File: config.mk
export PLATFORM = sky130hd
export DESIGN_NAME = fdoc_top
export DESIGN_NICKNAME = d
export VERILOG_FILES = /design/src/hw/fdoc_pkg.sv /design/src/hw/fdoc_mult3.sv /design/src/hw/fdoc_top.sv
export VERILOG_INCLUDE_DIRS = /design/src /design/src/hw
export SDC_FILE = /design/constraint.sdc
export NUM_CORES = 1
export LEC_CHECK = 0
export BUFFER_PORTS_ARGS = -buffer_cell sky130_fd_sc_hd__buf_2
export CAP_MARGIN = 40
export CORE_AREA = 2 2 206 208
export DETAILED_ROUTE_END_ITERATION = 8
export DIE_AREA = 0 0 208 210
export GPL_ROUTABILITY_DRIVEN = 0
export PLACE_DENSITY = 0.73
export REMOVE_ABC_BUFFERS = 1
export SLEW_MARGIN = 0
export SYNTH_ARGS = -nofsm -noshare
export SYNTH_HDL_FRONTEND = slang
export SYNTH_SLANG_ARGS = --single-unit
export TNS_END_PERCENT = 30
File: constraint.sdc
create_clock -name SYS_CLK_I -period 4.4 [get_ports SYS_CLK_I]
set_input_delay 0.66 -clock SYS_CLK_I [delete_from_list [all_inputs] [get_ports SYS_CLK_I]]
set_output_delay 0.66 -clock SYS_CLK_I [all_outputs]
set_load 0.02 [all_outputs]
File: src/hw/fdoc_defs.svh
// offsets, field positions, reset values and clock period counts of the divide output control
`ifndef FDOC_DEFS_SVH
`define FDOC_DEFS_SVH
// register byte offsets
`define FDOC_OFF_CTRL 12'h000
`define FDOC_OFF_STATUS 12'h004
`define FDOC_OFF_QLO 12'h008
`define FDOC_OFF_QHI 12'h00C
// control field positions and reset value
`define FDOC_CTRL_EN_BIT 0
`define FDOC_CTRL_RND_BIT 1
`define FDOC_CTRL_RST 2'h1
// clock periods counted from issue (CP00)
`define FDOC_CP_DIGIT0 5'h02
`define FDOC_CP_REL_FIRST 5'h02
`define FDOC_CP_REL_LAST 5'h11
`define FDOC_CP_ENTER_LOW_FIRST 5'h01
`define FDOC_CP_ENTER_LOW_LAST 5'h11
`define FDOC_CP_ROUND 5'h02
`define FDOC_CP_BLOCK 5'h0F
`define FDOC_CP_CLR_BUSY 5'h11
`define FDOC_CP_GATE 5'h12
`define FDOC_CP_LAST 5'h13
// datapath constants
`define FDOC_ROUND_DIGITS 15'h2AAA
`define FDOC_EXP_LIMIT 13'h03FF
`define FDOC_CORR_FRAC 6'h30
`define FDOC_CORR_INT 6'h2F
`define FDOC_SIGN_BIT 59
`endif

File: src/hw/fdoc_pkg.sv
// types shared by the divide output control
package fdoc_pkg;
  // sequence states, gray along idle -> run
  typedef enum logic [1:0] {
    FDOC_IDLE = 2'h0,
    FDOC_RUN = 2'h1
  } fdoc_state_e;
  // quotient word as delivered to the destination register
  typedef struct packed {
    logic sign;
    logic [10:0] exp;
    logic [47:0] coef;
  } fdoc_quot_s;
  // special case flags sent with the quotient
  typedef struct packed {
    logic go_special;
    logic cplt_ovf;
    logic cplt_unf;
    logic fault;
  } fdoc_flags_s;
endpackage

File: src/hw/fdoc_mult3.sv
// triple divisor adder: four 12-bit sections with carry lookahead
`timescale 1ns/1ps
`default_nettype none
module fdoc_mult3
  import fdoc_pkg::*;
(
  // divisor magnitude
  input wire logic [47:0] xk_i,
  // three times the divisor
  output logic [49:0] m3_o
);
  logic [48:0] x2;
  logic [3:0] sec_c;
  logic [3:0] sec_e;
  logic [4:0] look_c;
  logic [11:0] sec_sum [4];

  // doubled divisor by left shift
  assign x2 = {xk_i, 1'b0};

  // preliminary section adders give section carry and enable
  for (genvar s = 0; s < 4; s++) begin : g_sec
    logic [12:0] pre;
    assign pre = {1'b0, xk_i[s*12 +: 12]} + {1'b0, x2[s*12 +: 12]};
    assign sec_c[s] = pre[12];
    assign sec_e[s] = &pre[11:0];
    assign look_c[s+1] = sec_c[s] | (sec_e[s] & look_c[s]);
    assign sec_sum[s] = pre[11:0] + {11'h000, look_c[s]};
  end
  assign look_c[0] = 1'b0;

  // top two bits from the fourth section carry plus divisor bit 47
  assign m3_o = {{1'b0, xk_i[47]} + {1'b0, look_c[4]},
    sec_sum[3], sec_sum[2], sec_sum[1], sec_sum[0]};
endmodule
`default_nettype wire

File: src/hw/fdoc_top.sv
// divide sequence control, quotient output registers and divisor multiple path
//
// The register addresses and the AXI4-Lite slave port are this design's own decisions.
`timescale 1ns/1ps
`default_nettype none
`include "fdoc_defs.svh"
module fdoc_top
  import fdoc_pkg::*;
(
  // clock and reset
  input wire logic SYS_CLK_I,
  input wire logic RST_N_I,
  // axi4-lite write address and data
  input wire logic [11:0] S_AXI_AWADDR_I,
  input wire logic S_AXI_AWVALID_I,
  output logic S_AXI_AWREADY_O,
  input wire logic [31:0] S_AXI_WDATA_I,
  input wire logic [3:0] S_AXI_WSTRB_I,
  input wire logic S_AXI_WVALID_I,
  output logic S_AXI_WREADY_O,
  // axi4-lite write response
  output logic [1:0] S_AXI_BRESP_O,
  output logic S_AXI_BVALID_O,
  input wire logic S_AXI_BREADY_I,
  // axi4-lite read
  input wire logic [11:0] S_AXI_ARADDR_I,
  input wire logic S_AXI_ARVALID_I,
  output logic S_AXI_ARREADY_O,
  output logic [31:0] S_AXI_RDATA_O,
  output logic [1:0] S_AXI_RRESP_O,
  output logic S_AXI_RVALID_O,
  input wire logic S_AXI_RREADY_I,
  // instruction issue and operands
  input wire logic BEGIN_I,
  input wire logic ROUND_I,
  input wire logic [59:0] DIVIDEND_OPERAND_I,
  input wire logic [59:0] DIVISOR_OPERAND_I,
  // iteration and exponent networks
  input wire logic [2:0] DIGIT_I,
  input wire logic [47:0] REM_HELD_I,
  input wire logic [10:0] EXP_CMP_I,
  input wire logic signed [12:0] EXP_UNB_I,
  input wire logic SPECIAL_I,
  input wire logic INDEF_I,
  // iteration network controls
  output logic RELEASE_REM_O,
  output logic CIRC_REM_O,
  output logic [47:0] REM_SRC_O,
  output logic [49:0] MULT3_O,
  output logic [50:0] MULT6_O,
  output logic [5:0] EXPONENT_CORRECTION_O,
  // destination register input control
  output fdoc_quot_s QUOT_O,
  output fdoc_flags_s FLAGS_O,
  output logic GATE_QUOT_O,
  output logic QUOT_VALID_O,
  output logic ISSUE_BLOCK_TIMING_O,
  output logic CLR_BUSY_O
);
  fdoc_state_e state_reg;
  logic [4:0] cp_reg;
  logic [1:0] ctrl_reg;
  logic begin_ok;
  logic run;
  logic [4:0] cur_cp;
  logic round_reg;
  logic [47:0] sr_reg;
  logic [47:0] sr_next;
  logic ovf_reg;
  logic fault_reg;
  logic cplt_ovf;
  logic cplt_unf;
  logic special;
  logic gate_q;
  logic enter_divisor;
  logic [47:0] divisor_reg;
  logic [47:0] dividend_reg;
  logic [49:0] m3;
  logic [49:0] m3_reg;
  fdoc_quot_s quot_reg;
  fdoc_flags_s flags_reg;
  logic [11:0] awaddr_reg;
  logic aw_have_reg;
  logic [31:0] wdata_reg;
  logic [3:0] wstrb_reg;
  logic w_have_reg;
  logic bvalid_reg;
  logic [1:0] bresp_reg;
  logic rvalid_reg;
  logic [31:0] rdata_reg;
  logic [1:0] rresp_reg;

  // magnitude of a signed-coefficient operand
  function automatic logic [47:0] fdoc_mag(input logic [59:0] op);
    fdoc_mag = op[`FDOC_SIGN_BIT] ? ~op[47:0] : op[47:0];
  endfunction

  // true when the sequence stands in clock period n
  function automatic logic fdoc_at(input logic [4:0] n, input logic act,
    input logic [4:0] cp);
    fdoc_at = act && (cp == n);
  endfunction

  // sequence position: CP00 is the issue cycle itself
  assign run = (state_reg == FDOC_RUN);
  assign begin_ok = BEGIN_I && ctrl_reg[`FDOC_CTRL_EN_BIT] && !run;
  assign cur_cp = run ? cp_reg : 5'h00;

  // divide sequence control
  always_ff @(posedge SYS_CLK_I) begin
    if (!RST_N_I) begin
      state_reg <= FDOC_IDLE;
      cp_reg <= 5'h00;
    end else if (begin_ok) begin
      state_reg <= FDOC_RUN;
      cp_reg <= 5'h01;
    end else if (run) begin
      case (state_reg)
        FDOC_RUN: begin
          if (cp_reg == `FDOC_CP_LAST) begin
            state_reg <= FDOC_IDLE;
            cp_reg <= 5'h00;
          end else begin
            cp_reg <= cp_reg + 5'h01;
          end
        end
        default: state_reg <= FDOC_IDLE;
      endcase
    end
  end

  // timing conditions toward issue, register access control and the iteration network
  assign ISSUE_BLOCK_TIMING_O = fdoc_at(`FDOC_CP_BLOCK, run, cur_cp);
  assign CLR_BUSY_O = fdoc_at(`FDOC_CP_CLR_BUSY, run, cur_cp);
  assign RELEASE_REM_O = run && (cp_reg >= `FDOC_CP_REL_FIRST)
    && (cp_reg <= `FDOC_CP_REL_LAST);
  assign CIRC_REM_O = run && (cp_reg >= `FDOC_CP_DIGIT0);

  // round flag set at issue of a rounded divide
  always_ff @(posedge SYS_CLK_I) begin
    if (!RST_N_I) begin
      round_reg <= 1'b0;
    end else if (begin_ok) begin
      round_reg <= ROUND_I | ctrl_reg[`FDOC_CTRL_RND_BIT];
    end else if (!run) begin
      round_reg <= 1'b0;
    end
  end

  // dividend input register, captured in CP00
  always_ff @(posedge SYS_CLK_I) begin
    if (!RST_N_I) begin
      dividend_reg <= 48'h000000000000;
    end else if (begin_ok) begin
      dividend_reg <= fdoc_mag(DIVIDEND_OPERAND_I);
    end
  end

  // source for final subtraction, with round digits in the third clock
  always_comb begin
    REM_SRC_O = CIRC_REM_O ? REM_HELD_I : dividend_reg;
    if (fdoc_at(`FDOC_CP_ROUND, run, cur_cp) && round_reg) begin
      REM_SRC_O[14:0] = `FDOC_ROUND_DIGITS;
    end
  end

  // divisor input register: enter low from CP01 through CP17
  assign enter_divisor = !(run && (cp_reg >= `FDOC_CP_ENTER_LOW_FIRST)
    && (cp_reg <= `FDOC_CP_ENTER_LOW_LAST));
  always_ff @(posedge SYS_CLK_I) begin
    if (!RST_N_I) begin
      divisor_reg <= 48'h000000000000;
    end else if (enter_divisor) begin
      divisor_reg <= fdoc_mag(DIVISOR_OPERAND_I);
    end
  end

  // triple multiple adder
  fdoc_mult3 u_mult3 (
    .xk_i(divisor_reg),
    .m3_o(m3)
  );

  // registered triple and six-times multiples
  always_ff @(posedge SYS_CLK_I) begin
    if (!RST_N_I) begin
      m3_reg <= 50'h0000000000000;
    end else begin
      m3_reg <= m3;
    end
  end
  assign MULT3_O = m3_reg;
  assign MULT6_O = {m3_reg, 1'b0};

  // quotient shift register: three bits in, top three dropped
  assign sr_next = {sr_reg[44:0], DIGIT_I};
  always_ff @(posedge SYS_CLK_I) begin
    if (!RST_N_I) begin
      sr_reg <= 48'h000000000000;
    end else if (run && (cp_reg >= `FDOC_CP_DIGIT0) && (cp_reg <= `FDOC_CP_GATE)) begin
      sr_reg <= sr_next;
    end
  end

  // first digit: overflow and divide fault bits
  always_ff @(posedge SYS_CLK_I) begin
    if (!RST_N_I) begin
      ovf_reg <= 1'b0;
      fault_reg <= 1'b0;
    end else if (fdoc_at(`FDOC_CP_DIGIT0, run, cur_cp)) begin
      ovf_reg <= DIGIT_I[0];
      fault_reg <= DIGIT_I[1];
    end
  end
  assign EXPONENT_CORRECTION_O = ovf_reg ? `FDOC_CORR_INT : `FDOC_CORR_FRAC;

  // quotient exponent range: exactly 1777 octal stays normal
  assign cplt_ovf = (EXP_UNB_I > $signed(`FDOC_EXP_LIMIT)) && !INDEF_I;
  assign cplt_unf = (EXP_UNB_I < -$signed(`FDOC_EXP_LIMIT)) && !INDEF_I;
  assign special = SPECIAL_I || cplt_ovf || cplt_unf || fault_reg;
  assign gate_q = fdoc_at(`FDOC_CP_GATE, run, cur_cp) && !special;
  assign GATE_QUOT_O = gate_q;

  // output registers loaded at the end of CP18, shown in CP19
  always_ff @(posedge SYS_CLK_I) begin
    if (!RST_N_I) begin
      quot_reg <= '0;
      flags_reg <= '0;
    end else if (fdoc_at(`FDOC_CP_GATE, run, cur_cp)) begin
      quot_reg.sign <= gate_q ? 1'b0 : 1'b1;
      quot_reg.exp <= gate_q ? ~EXP_CMP_I : 11'h7FF;
      if (!gate_q) begin
        quot_reg.coef <= 48'hFFFFFFFFFFFF;
      end else if (ovf_reg) begin
        quot_reg.coef <= {1'b1, sr_next[47:1]};
      end else begin
        quot_reg.coef <= sr_next;
      end
      flags_reg.go_special <= !gate_q;
      flags_reg.cplt_ovf <= cplt_ovf;
      flags_reg.cplt_unf <= cplt_unf;
      flags_reg.fault <= fault_reg;
    end
  end
  assign QUOT_O = quot_reg;
  assign FLAGS_O = flags_reg;
  assign QUOT_VALID_O = fdoc_at(`FDOC_CP_LAST, run, cur_cp);

  // axi write address and data holding, either order
  always_ff @(posedge SYS_CLK_I) begin
    if (!RST_N_I) begin
      aw_have_reg <= 1'b0;
      w_have_reg <= 1'b0;
      awaddr_reg <= 12'h000;
      wdata_reg <= 32'h00000000;
      wstrb_reg <= 4'h0;
    end else begin
      if (S_AXI_AWVALID_I && S_AXI_AWREADY_O) begin
        aw_have_reg <= 1'b1;
        awaddr_reg <= S_AXI_AWADDR_I;
      end
      if (S_AXI_WVALID_I && S_AXI_WREADY_O) begin
        w_have_reg <= 1'b1;
        wdata_reg <= S_AXI_WDATA_I;
        wstrb_reg <= S_AXI_WSTRB_I;
      end
      if (aw_have_reg && w_have_reg) begin
        aw_have_reg <= 1'b0;
        w_have_reg <= 1'b0;
      end
    end
  end
  assign S_AXI_AWREADY_O = !aw_have_reg && !bvalid_reg;
  assign S_AXI_WREADY_O = !w_have_reg && !bvalid_reg;

  // control register write and write response
  always_ff @(posedge SYS_CLK_I) begin
    if (!RST_N_I) begin
      ctrl_reg <= `FDOC_CTRL_RST;
      bvalid_reg <= 1'b0;
      bresp_reg <= 2'h0;
    end else if (aw_have_reg && w_have_reg) begin
      bvalid_reg <= 1'b1;
      bresp_reg <= 2'h0;
      case (awaddr_reg[11:2])
        `FDOC_OFF_CTRL >> 2: begin
          if (wstrb_reg[0]) begin
            ctrl_reg <= wdata_reg[1:0];
          end
        end
        `FDOC_OFF_STATUS >> 2, `FDOC_OFF_QLO >> 2, `FDOC_OFF_QHI >> 2: bresp_reg <= 2'h0;
        default: bresp_reg <= 2'h2;
      endcase
    end else if (bvalid_reg && S_AXI_BREADY_I) begin
      bvalid_reg <= 1'b0;
    end
  end
  assign S_AXI_BVALID_O = bvalid_reg;
  assign S_AXI_BRESP_O = bresp_reg;

  // register reads
  always_ff @(posedge SYS_CLK_I) begin
    if (!RST_N_I) begin
      rvalid_reg <= 1'b0;
      rdata_reg <= 32'h00000000;
      rresp_reg <= 2'h0;
    end else if (S_AXI_ARVALID_I && S_AXI_ARREADY_O) begin
      rvalid_reg <= 1'b1;
      rresp_reg <= 2'h0;
      case (S_AXI_ARADDR_I[11:2])
        `FDOC_OFF_CTRL >> 2: rdata_reg <= {30'h00000000, ctrl_reg};
        `FDOC_OFF_STATUS >> 2: rdata_reg <= {20'h00000, flags_reg, round_reg, ovf_reg,
          run, cp_reg};
        `FDOC_OFF_QLO >> 2: rdata_reg <= quot_reg[31:0];
        `FDOC_OFF_QHI >> 2: rdata_reg <= {4'h0, quot_reg[59:32]};
        default: begin
          rdata_reg <= 32'h00000000;
          rresp_reg <= 2'h2;
        end
      endcase
    end else if (rvalid_reg && S_AXI_RREADY_I) begin
      rvalid_reg <= 1'b0;
    end
  end
  assign S_AXI_ARREADY_O = !rvalid_reg;
  assign S_AXI_RVALID_O = rvalid_reg;
  assign S_AXI_RDATA_O = rdata_reg;
  assign S_AXI_RRESP_O = rresp_reg;
endmodule
`default_nettype wire

Yosys cells after proc, flatten, opt, wreduce, memory -nomap -nowiden
Index checks and enable logic that the tools add are counted.
{"block": "totals", "reg_bits": 321, "in_bits": 266, "output_inout_bits": 266, "word_cells": 142}
{"block": "classes", "n_addsub": 9, "order_cmp": 6, "n_eq_ne": 13, "muxes": 25, "n_bitwise": 11, "n_reduce_logical": 50}
{"op": "$mux 48", "count": 5}
{"op": "$pmux 32 s4", "count": 1}
{"op": "$not 48->48", "count": 2}
{"op": "$add 12x12->13", "count": 4}
{"op": "$eq 10x2->1 const B", "count": 4}
{"op": "$add 12x1->12", "count": 3}
{"op": "$reduce_and 12->1", "count": 3}
{"op": "$logic_and 1x1->1", "count": 24}
{"op": "$eq 10x1->1 const B", "count": 2}
{"op": "$eq 5x5->1 const B", "count": 4}
{"op": "$logic_not 10->1", "count": 2}
{"op": "$mux 15", "count": 1}
{"op": "$mux 5", "count": 3}
{"op": "$gt 13x11->1 const B", "count": 1}
{"op": "$lt 13x11->1 const B", "count": 1}
{"op": "$mux 1", "count": 12}
{"op": "$mux 11", "count": 1}
{"op": "$not 11->11", "count": 1}
{"op": "$le 5x5->1 const B", "count": 2}
{"op": "$logic_not 1->1", "count": 8}
{"op": "$reduce_bool 2->1", "count": 4}
{"op": "$reduce_or 4->1", "count": 2}
{"op": "$add 5x1->5 const B", "count": 1}
{"op": "$eq 5x2->1 const B", "count": 1}
{"op": "other kinds (13)", "count": 22}

Logic depth before layout (Yosys ltp)
Gate-level depths: netlist (run 1).
{"block": "depth", "word_depth": 9, "depth_mapped": 17}

By module
Synthesis (run 1) repeated with hierarchy kept, for this count alone.
{"block": "unflattened", "cells_unflattened": 2013, "area_unflattened_um2": 16714.8}
{"module": "fdoc_top", "instances": 1, "cells_each": 1597, "area_each_um2": 13684.4, "seq_area_each_um2": 6326.1}
{"module": "fdoc_mult3", "instances": 1, "cells_each": 416, "area_each_um2": 3030.4, "seq_area_each_um2": 0.0}

Least setup slack after synthesis (run 1)
No wires, ideal clock.
{"block": "synth_timing", "path_kind": "reg2reg", "start": "register divisor_reg[12]", "end": "register m3_reg[34] (netlist: MULT3_O[34])", "setup_time_ps": 128, "arrival_time_ps": 3505, "required_time_ps": 4272, "setup_slack_ps": 768, "path_stages_with_launch": 18, "path_buffers": 0, "cell_sequence": "dfxtp_1 > ha_1 > inv_1 > fa_1 > nand2b_1 > a2111oi_0 > a211oi_1 > nor4b_4 > and4bb_4 > o2111ai_2 > o2111ai_1 > ha_1 > ha_1 > and3_1 > and3b_1 > nand3_1 > xnor2_1 > nor2_1"}
{"block": "synth_between", "elab_chain_len": 5}
{"item": "from (decl)", "line": "fdoc_top.sv:76", "rtl": "logic [47:0] divisor_reg;"}
{"item": "from (signal assigned)", "line": "fdoc_top.sv:174", "rtl": "divisor_reg <= fdoc_mag(DIVISOR_OPERAND_I);"}
{"item": "$add 12x12->13 *", "line": "fdoc_mult3.sv:24", "rtl": "assign pre = {1'b0, xk_i[s*12 +: 12]} + {1'b0, x2[s*12 +: 12]};"}
{"item": "$reduce_and 12->1", "line": "fdoc_mult3.sv:26", "rtl": "assign sec_e[s] = &pre[11:0];"}
{"item": "$and 1x1->1", "line": "fdoc_mult3.sv:27", "rtl": "assign look_c[s+1] = sec_c[s] | (sec_e[s] & look_c[s]);"}
{"item": "$or 1x1->1 *", "line": "fdoc_mult3.sv:27"}
{"item": "$add 12x1->12 *", "line": "fdoc_mult3.sv:28", "rtl": "assign sec_sum[s] = pre[11:0] + {11'h000, look_c[s]};"}
{"item": "to (signal assigned)", "line": "fdoc_top.sv:189", "rtl": "m3_reg <= m3;"}
{"item": "to (decl)", "line": "fdoc_top.sv:79", "rtl": "logic [49:0] m3_reg;"}
Mark *: on every way between the ends. The rest lies on a longest branch, timed or not.
A chain may end at the register's enable or synchronous reset.

Worst setup path after layout (run 1)
{"block": "layout_timing", "start": "register divisor_reg[12]", "end": "register m3_reg[47] (netlist: MULT3_O[47])"}
{"block": "layout_between", "elab_chain_len": 7}
{"item": "$add 12x12->13 *", "line": "fdoc_mult3.sv:24"}
{"item": "$reduce_and 12->1", "line": "fdoc_mult3.sv:26"}
{"item": "$and 1x1->1", "line": "fdoc_mult3.sv:27"}
{"item": "$or 1x1->1 *", "line": "fdoc_mult3.sv:27"}
{"item": "$and 1x1->1 *", "line": "fdoc_mult3.sv:27"}
{"item": "$or 1x1->1 *", "line": "fdoc_mult3.sv:27"}
{"item": "$add 12x1->12 *", "line": "fdoc_mult3.sv:28"}
Marked as above.

==> run summary, run 1 <==
The run finished with clean final reports. From left edge to right edge, the die measures 208 um. The synthesized cell area is around 16000 um^2. The min-delay analysis places its worst path in the category input port to flop. The share of layout cells above drive strength 1 is 25.4%. Headroom to the max-slew limit came out at 39.7%. The category of the worst setup path launch point is a flop. The total count of max-transition violations in the final report came out at 0. In this run the deepest clock path goes through 3 buffers.

Setup repair after global routing left no endpoint under its margin. The kind of end point of the critical path is a flop. The pre-CTS setup slack came out at 0.129 ns.

In this run the register-to-register setup slack is 0.33 ns. Row generation in the floorplan step produced 75 rows. The number of violations reported at the end of detailed-routing iteration 0 came out at ~1100. The initial antenna violation count came out at 1. The via count of the first global-routing pass came to 14100.

Among all cell types in the netlist, the one instantiated most often is sky130_fd_sc_hd__dfxtp_1. For the worst setup path, the data arrival time is roughly 4.5 ns. The floorplan die area is 43700 um^2.

The number of buffers added on ports is 468. The net count of the finished layout is about 2600. The worst setup path is of the flop to flop kind. The number of iterations in the first detailed-routing pass is 8. Entering global routing, the biggest net connects 134 pins.

The final wirelength is 47.3 mm. CTS saw 316 sinks. The instance count along the most critical hold path is 2. The synthesized netlist contains 79 unique library cells. Data on the critical path is required at its endpoint by 4.87 ns.

The number of enable-type register cells in the synthesized netlist is 0. The worst-case setup margin in the final layout is 0.331 ns. The worst reg-to-reg path cell count came out at 15. The initial standard-cell utilization of the core came out at 38.9%. The post-CTS clock slew at the launch and capture registers of the worst setup and hold paths came out at 0.06 ns. The wire length of the first global-routing pass is approximately 75 mm. The count of non-filler cells in the finished layout came out at 2862. TritonCTS built the clock tree. The share of Yosys cell area claimed by the top area cell type is 39.3%. The count of nets left with antenna violations once routing finished came out at 0. The startpoint identified for the worst hold timing path is EXP_CMP_I[9]. The global-route total usage across every layer is around 21%. The worst clock skew on the final layout is around 0.013 ns. For this run, the leading register cell type out of synthesis is sky130_fd_sc_hd__dfxtp_1. Static timing analysis puts the maximum clock frequency at 246 MHz.

The core region is 41500 um^2. Dividing the detail-routed via count by the number of cells gives 5.19. The register bit count reported by yosys is 316. The gate count of the mapped netlist is 1948. The cell sitting at the root of the clock tree is a sky130_fd_sc_hd__clkbuf_16. Counting the fill cells in the layout gives 3960.

The final hold violation count is 0. Dividing total power by cell area gives a power density of 410 nW/um^2. sky130_fd_sc_hd__dfxtp_1 takes more of the synthesized area than any other cell. Setup violations remaining at the end of the flow were counted as 0.

The sequential area share after synthesis came out at 39.3%. Summed over all cells, the static leakage comes to 8.69 nW. The insertion delay of the later-clocked pin in the worst-skew pair came out at 0.56 ns. In the synthesized netlist the async set-or-reset flop fraction comes to 0%. The post-place instance area came out at 18400 um^2. The fraction of the cycle the final worst path needs came out at between 90 and 100%. For the pin with the worst max-slew slack, the measured transition is approximately 0.90 ns. The worst IR drop on VDD is 0.000274 V.

532 I/O pins were placed. By area the synthesized netlist is led by sky130_fd_sc_hd__dfxtp_1 (39%), sky130_fd_sc_hd__xnor2_1 (6.7%), sky130_fd_sc_hd__nand2_1 (6.5%), sky130_fd_sc_hd__nor2_1 (5.8%), sky130_fd_sc_hd__a21oi_1 (5.5%). Of all nets on the critical path, the largest fanout is 5. The worst hold path terminates at QUOT_O[57]. The number of flip-flops under the largest register name came out at 60. The tool flagged a number of max-cap violations equal to 0. The total congestion overflow came out at 0. Yosys printed 0 warnings.

The overall power of the completed layout came out at 8.10 mW. In this run the critical register-to-register path is launched from divisor_reg[12]. Relative to the synthesized area, the layout overhead comes to 22.5%. The mean instance size in the synthesized netlist is between 8 and 9 um^2. The vias after detailed routing is 14900. The number of buffers inserted during clock tree synthesis came out at 37. The post-DP HPWL came out at 34.2 mm. The die boundary height came out at 210 um. The minimum clock period after layout came out at slightly above 4 ns. By count the netlist is led by sky130_fd_sc_hd__dfxtp_1 (316), sky130_fd_sc_hd__nand2_1 (278), sky130_fd_sc_hd__nor2_1 (248), sky130_fd_sc_hd__a21oi_1 (176), sky130_fd_sc_hd__xnor2_1 (123).

Once placement completed, the tool counted placed cells totaling 2792. The endpoint identified for the worst register-to-register timing path is MULT3_O[47]. The final standard cell area without fillers came out at 19700 um^2. CTS built an H-tree with a depth of 2. The post-route DRC violation count came out at 0. The average detailed-routed wire length per instance came out at ~17 um.
what timing repair did:
action                                  in CTS  in global routing
endpoints found under the hold margin        0                  0
resized for setup                            0                  5
setup buffers                                0                  1
hold buffers                                 0                  0
endpoints found under the setup margin       0                  5
per-layer routing:
| layer | track usage, % | share of wire [%] | vias to the layer above |
|---|---|---|---|
| met5 | 0 | 0 | - |
| met4 | 8.29 | 3.5 | 0 |
| met3 | 3.84 | 6.1 | 99 |
| met2 | 34.5 | 47 | 556 |
| met1 | 26.6 | 43 | 6862 |
| li1 | - | - | 7349 |
power by group:
part	switching [mW]	internal, mW	total (mW)
clock network	1.27	1.86	3.13
logic	1.10	0.682	1.78
registers	0.140	3.05	3.19
total	2.51	5.59	8.10
stage by stage:
step | hold slack, ns | TNS, ns | util [%]
finish | 0.267 | 0 | 47.6
floorplan | 0.431 | -199.68 | -
CTS | 0.240 | 0 | 47.5
detailed placement | 0.449 | 0 | 44.4
global placement | 0.441 | 0 | 44.3
global route | 0.250 | 0 | 47.6
final cells by class:
type | count | area, um^2 | share of cell area (%)
antenna | 1 | 2.50 | 0.0127
clock buffer | 50 | 1080 | 5.45
clock inverter | 18 | 191 | 0.970
inverter | 30 | 120 | 0.609
multi-input combinational | 1421 | 8830 | 44.7
sequential | 316 | 6330 | 32.1
tap | 539 | 674 | 3.42
timing repair buffer | 487 | 2520 | 12.8
cell families after synthesis:
| kind of cell | count (synthesis) | share of synthesized area [%] |
|---|---|---|
| AOI/OAI and AO/OA | 455 | 17.8 |
| xor gates and xnor gates | 149 | 8.10 |
| adders and majority gates | 62 | 5.00 |
| buffers and inverters | 213 | 6.54 |
| DFF | 316 | 39.3 |
| muxes | 86 | 5.57 |
| other | 2 | 0.0466 |
| and+or+nand+nor | 665 | 17.7 |
worst max-delay path, cell delays in order (launching register included):
cell and delay (ns):
sky130_fd_sc_hd__dfxtp_1 0.38, sky130_fd_sc_hd__ha_1 0.19, sky130_fd_sc_hd__inv_1 0.06, sky130_fd_sc_hd__fa_1 0.38
sky130_fd_sc_hd__nand2b_1 0.23, sky130_fd_sc_hd__a2111oi_2 0.33, sky130_fd_sc_hd__a211oi_1 0.15, sky130_fd_sc_hd__nor4b_4 0.34
sky130_fd_sc_hd__and4bb_4 0.29, sky130_fd_sc_hd__o2111ai_2 0.19, sky130_fd_sc_hd__a21oi_4 0.25, sky130_fd_sc_hd__ha_1 0.21
sky130_fd_sc_hd__and3_1 0.24, sky130_fd_sc_hd__nand2_1 0.16, sky130_fd_sc_hd__or4_1 0.44, sky130_fd_sc_hd__a21oi_1 0.15
layout by cell type (no fill, tap or decap), types with 26 or more instances in the layout:
cell type,instances
sky130_fd_sc_hd__a211oi_1,116
sky130_fd_sc_hd__a21oi_1,175
sky130_fd_sc_hd__buf_2,468
sky130_fd_sc_hd__clkbuf_16,38
sky130_fd_sc_hd__dfxtp_1,315
sky130_fd_sc_hd__ha_1,58
sky130_fd_sc_hd__inv_1,28
sky130_fd_sc_hd__mux2i_1,74
sky130_fd_sc_hd__nand2_1,278
sky130_fd_sc_hd__nand3_1,29
sky130_fd_sc_hd__nor2_1,246
sky130_fd_sc_hd__o21ai_0,74
sky130_fd_sc_hd__xnor2_1,123
sky130_fd_sc_hd__xor2_1,26
how the worst max path moves through the flow:
stage	startpoint	end	slack, ns	cells after the start
after floorplan	state_reg[0]	GATE_QUOT_O	-1.62	4
final	divisor_reg[12]	MULT3_O[47]	0.33	15
after global routing	divisor_reg[12]	MULT3_O[34]	0.008	17
after CTS	divisor_reg[12]	MULT3_O[47]	0.10	15
after detailed placement	divisor_reg[12]	MULT3_O[47]	0.13	15
after global placement	divisor_reg[12]	MULT3_O[47]	0.29	15
Note: power is estimated with default switching activity, not from simulation.
==> run 2: changes to the inputs <==
--- a/config.mk
+++ b/config.mk
@@ -6,11 +6,12 @@
 export SDC_FILE = /design/constraint.sdc
 export NUM_CORES = 1
 export LEC_CHECK = 0
+export ABC_AREA = 1
 export BUFFER_PORTS_ARGS = -buffer_cell sky130_fd_sc_hd__buf_2
 export CAP_MARGIN = 40
-export CORE_AREA = 2 2 206 208
+export CORE_AREA = 2 2 208 210
 export DETAILED_ROUTE_END_ITERATION = 8
-export DIE_AREA = 0 0 208 210
+export DIE_AREA = 0 0 210 212
 export GPL_ROUTABILITY_DRIVEN = 0
 export PLACE_DENSITY = 0.73
 export REMOVE_ABC_BUFFERS = 1
==> run 2 against run 1 <==
  * Routed wire length rose by 10%
  * Total power fell by 2.9%
  * Non-clock buffer count up 4
  * Sequential share of layout area fell by 0.37 points
  * Core utilization decreased by 0.61 points
  * Critical endpoint is now MULT3_O[45]
  * Largest cell class unchanged
==> run summary, run 2 <==
The flip-flop and latch area is 6330 um^2 (unchanged). The core footprint is 42500 um^2 (+2.5%). The initial antenna violation count was 9 (+8).

The post-DP HPWL came out at 38.5 mm (+13%). The endpoint required time on the critical path came to 4.85 ns (-0.02 ns). The number of flip-flops under the largest register name came out at 60 (unchanged). The gate count of the mapped netlist is 2252 (+16%).

The filler cell count in the final layout came out at 4218 (+6.5%). The highest clock rate came out at 260 MHz (+5.6%). The minimum clock period after layout is 3.85 ns (-0.216 ns). The area occupied by multi-input gates came out at 8090 um^2 (-8.3%).

The floorplan die area is 44500 um^2 (+1.9%). The final hold violation count is 0 (unchanged). The via density per instance was 5.13 (-1.3%). The share of flip-flops with an asynchronous set or reset was 0% (unchanged). The worst-case headroom to the max-slew limit is 37.0% (-2.7 points). The top fanout value on the critical path was 4 (-1).

The total count of max-transition violations in the final report is 0 (unchanged). The area growth from synthesis to layout came out at 21.3%. The maximum buffer depth of the clock tree came to 3 (unchanged). The number of buffers added on ports is 468 (unchanged). The final wirelength came out at 52.1 mm (+10%). The category of the worst setup path launch point is a flop. The wire length of the first global-routing pass came to 78.9 mm (+5.8%). The number of warnings reported in the yosys synthesis log is 0 (unchanged). The number of failing setup endpoints in the final timing report is 0 (unchanged). The count of buffers added by post-CTS timing repair for setup came to 0 (unchanged).

Ranked by instance count, the synthesized netlist is headed by sky130_fd_sc_hd__nand2_1 (380), sky130_fd_sc_hd__dfxtp_1 (316), sky130_fd_sc_hd__inv_1 (292), sky130_fd_sc_hd__o21ai_0 (246), sky130_fd_sc_hd__a21oi_1 (234). The worst-case setup margin in the final layout is 0.547 ns (+0.216 ns). The share of Yosys cell area claimed by the top area cell type is 38.4% (-0.81 points).

The fraction of the cycle the final worst path needs is 87.6% (-4.9 points). The post-route DRC violation count is 0 (unchanged). The worst reg-to-reg path cell count came out at 24 (+9). The library cell used most frequently in the layout, excluding fill and tap cells, is sky130_fd_sc_hd__buf_2. The post-CTS clock slew at the launch and capture registers of the worst setup and hold paths is 0.06 ns (about the same). The number of nets with antenna violations after routing is 0 (unchanged). The slew at the pin closest to its max-slew limit came out at 0.945 ns (+0.0410 ns).

The register bit count reported by yosys is 316 (unchanged). The initial standard-cell utilization of the core is 38.7% (-0.14 points). The quantity of hold-fixing buffers added after cts came out at 0 (unchanged).

The depth of the CTS H-tree is 2 (unchanged). The leading area contributor after synthesis is sky130_fd_sc_hd__dfxtp_1. The number of violations reported at the end of detailed-routing iteration 0 was 955 (-16%). The average detailed-routed wire length per instance is 16.4 um (-0.72%). The number of cell rows is 76 (+1.3%). The vias after detailed routing came out at 16300 (+9.6%). In the synthesized netlist the dominant register cell turns out to be sky130_fd_sc_hd__dfxtp_1. The global-route total usage across every layer came out at 22.3% (+1.6 points). Sorting the synthesized cells by area gives the leading types as sky130_fd_sc_hd__dfxtp_1 (38%), sky130_fd_sc_hd__nand2_1 (8.7%), sky130_fd_sc_hd__o21ai_0 (7.5%), sky130_fd_sc_hd__a21oi_1 (7.1%), sky130_fd_sc_hd__inv_1 (6.7%). The class of the tightest hold or removal check is input port to flop. The insertion delay of the later-clocked pin in the worst-skew pair came out at 0.57 ns (about the same). Yosys instantiated no cell more often than sky130_fd_sc_hd__nand2_1.

The floorplan die width is 210 um (+0.96%). The pin count of the biggest net entering global routing was 98 (-27%). The number of iterations in the first detailed-routing pass is 5 (-3).

The max capacitance violation total is 0 (unchanged). The worst IR drop on VDD was 0.000311 V (+14%). The sequential area share after synthesis is 38.4% (-0.81 points).

The static leakage came to 9.54 nW (+9.8%). The share of layout cells above drive strength 1 came out at 21.6% (-3.8 points). The flow ran to the end, and the final reports show no timing, DRC or antenna violations. The data arrival time of the critical path is 4.31 ns (-0.23 ns). TritonCTS built the clock tree.

The instance count along the most critical hold path was 3 (+1). The final-stage net count came out at 2932 (+12%). The via count of the first global-routing pass is 15100 (+7.3%). The number of gates resized after cts is 0 (unchanged).

The aggregate negative setup slack came out at 0 ns (unchanged). The number of enable-type register cells in the synthesized netlist is 0 (unchanged). CTS placed an instance of sky130_fd_sc_hd__clkbuf_16 at the clock tree root. The mean instance size in the synthesized netlist is 7.31 um^2 (-12%). Setup repair after global routing left no endpoint under its margin. The number of buffers inserted during clock tree synthesis was 37 (unchanged). The number of top-level pins came to 532 (unchanged). The distinct cell type count of the synthesized netlist is 46 (-42%). The die boundary height is 212 um (+0.95%). The power per cell area came to 394 nW/um^2 (-4.1%). The clock sink total is 316 (unchanged). The pre-CTS setup slack came out at 0.577 ns (+0.448 ns). The worst clock skew on the final layout came to 0.0388 ns (+0.0256 ns). The critical path in this run is classified as flop to flop. The total congestion overflow is 0 (unchanged).

The synthesized cell area came out at 16500 um^2 (+2.1%). STA classifies the critical path endpoint as a flop. The top cell types in the final layout, fill and taps aside, are sky130_fd_sc_hd__buf_2 (467), sky130_fd_sc_hd__nand2_1 (379), sky130_fd_sc_hd__dfxtp_1 (315), sky130_fd_sc_hd__inv_1 (290), sky130_fd_sc_hd__o21ai_0 (246).
==> run 2: stage by stage <==
step,std cells,hold slack (ns),total power [mW],cell area (um^2),utilization (%)
2_1_floorplan,2074,0.421,4.28,15500,-
3_3_place_gp,3109,0.435,4.86,18700,44.0
3_5_place_dp,3111,0.443,4.89,18800,44.2
4_1_cts,3176,0.325,7.95,20000,47.0
5_1_grt,3176,0.360,8.25,20000,47.0
6_report,3177,0.366,7.86,20000,47.0
==> run 2: worst max-delay path: stages, from the launching register on <==
cell and delay (ns):
sky130_fd_sc_hd__dfxtp_1 0.35, sky130_fd_sc_hd__ha_1 0.26, sky130_fd_sc_hd__fa_1 0.41, sky130_fd_sc_hd__nand2_1 0.12, sky130_fd_sc_hd__nand3_1 0.08, sky130_fd_sc_hd__nand2_1 0.09
sky130_fd_sc_hd__inv_1 0.06, sky130_fd_sc_hd__nand2_1 0.06, sky130_fd_sc_hd__nand2_1 0.06, sky130_fd_sc_hd__xor2_1 0.23, sky130_fd_sc_hd__inv_1 0.09, sky130_fd_sc_hd__nor2_1 0.21
sky130_fd_sc_hd__nand2_1 0.08, sky130_fd_sc_hd__nor2_1 0.13, sky130_fd_sc_hd__nand2_1 0.07, sky130_fd_sc_hd__nand2_1 0.10, sky130_fd_sc_hd__ha_1 0.23, sky130_fd_sc_hd__nand3_1 0.11
sky130_fd_sc_hd__or2_1 0.27, sky130_fd_sc_hd__nor2_2 0.13, sky130_fd_sc_hd__nand3_1 0.14, sky130_fd_sc_hd__nor2_2 0.19, sky130_fd_sc_hd__nand2_1 0.07, sky130_fd_sc_hd__o21ai_0 0.15
sky130_fd_sc_hd__nor2_1 0.05
==> run 2: report_power, final <==
group | internal (mW) | switching, mW | leakage (nW)
Clock | 1.73 | 1.28 | 0.583
Sequential | 3.06 | 0.119 | 2.59
Combinational | 0.576 | 1.10 | 6.38
==> run 2: cell type report <==
class | instances | area share (%)
clock buffer | 51 | 5.20
timing repair buffer | 491 | 12.8
inverter | 297 | 5.59
clock inverter | 14 | 0.777
tap | 546 | 3.42
antenna | 1 | 0.0125
multi-input combinational | 1461 | 40.5
sequential | 316 | 31.7
==> run 2: path summary, 6_finish.rpt <==
| kind | start | slack (ns) | end |
|---|---|---|---|
| min | DIGIT_I[0] | 0.37 | ovf_reg |
| max | divisor_reg[23] | 0.55 | MULT3_O[45] |
| max reg2reg | divisor_reg[23] | 0.55 | MULT3_O[45] |
| min reg2reg | dividend_reg[31] | 0.45 | dividend_reg[31] |
==> run 2: metal layers <==
metal / global-route usage [%] / share of wire, % / vias up
met5: 0 / 0.11 / -
met4: 9.32 / 3.9 / 8
met3: 6.12 / 8.0 / 100
met2: 39.9 / 48 / 575
met1: 25.0 / 40 / 7499
li1: - / - / 8105
==> run 2: kinds of logic (layout without fill, tap and decap cells) <==
group	Yosys count	after routing	share of synthesized area [%]
AOI/OAI and AO/OA	636	636	22.0
xor gates and xnor gates	111	111	5.91
other	2	5	0.0456
buffers and inverters	477	853	12.5
DFF	316	316	38.4
adders and majority gates	62	62	4.90
and+or+nand+nor	648	648	16.2
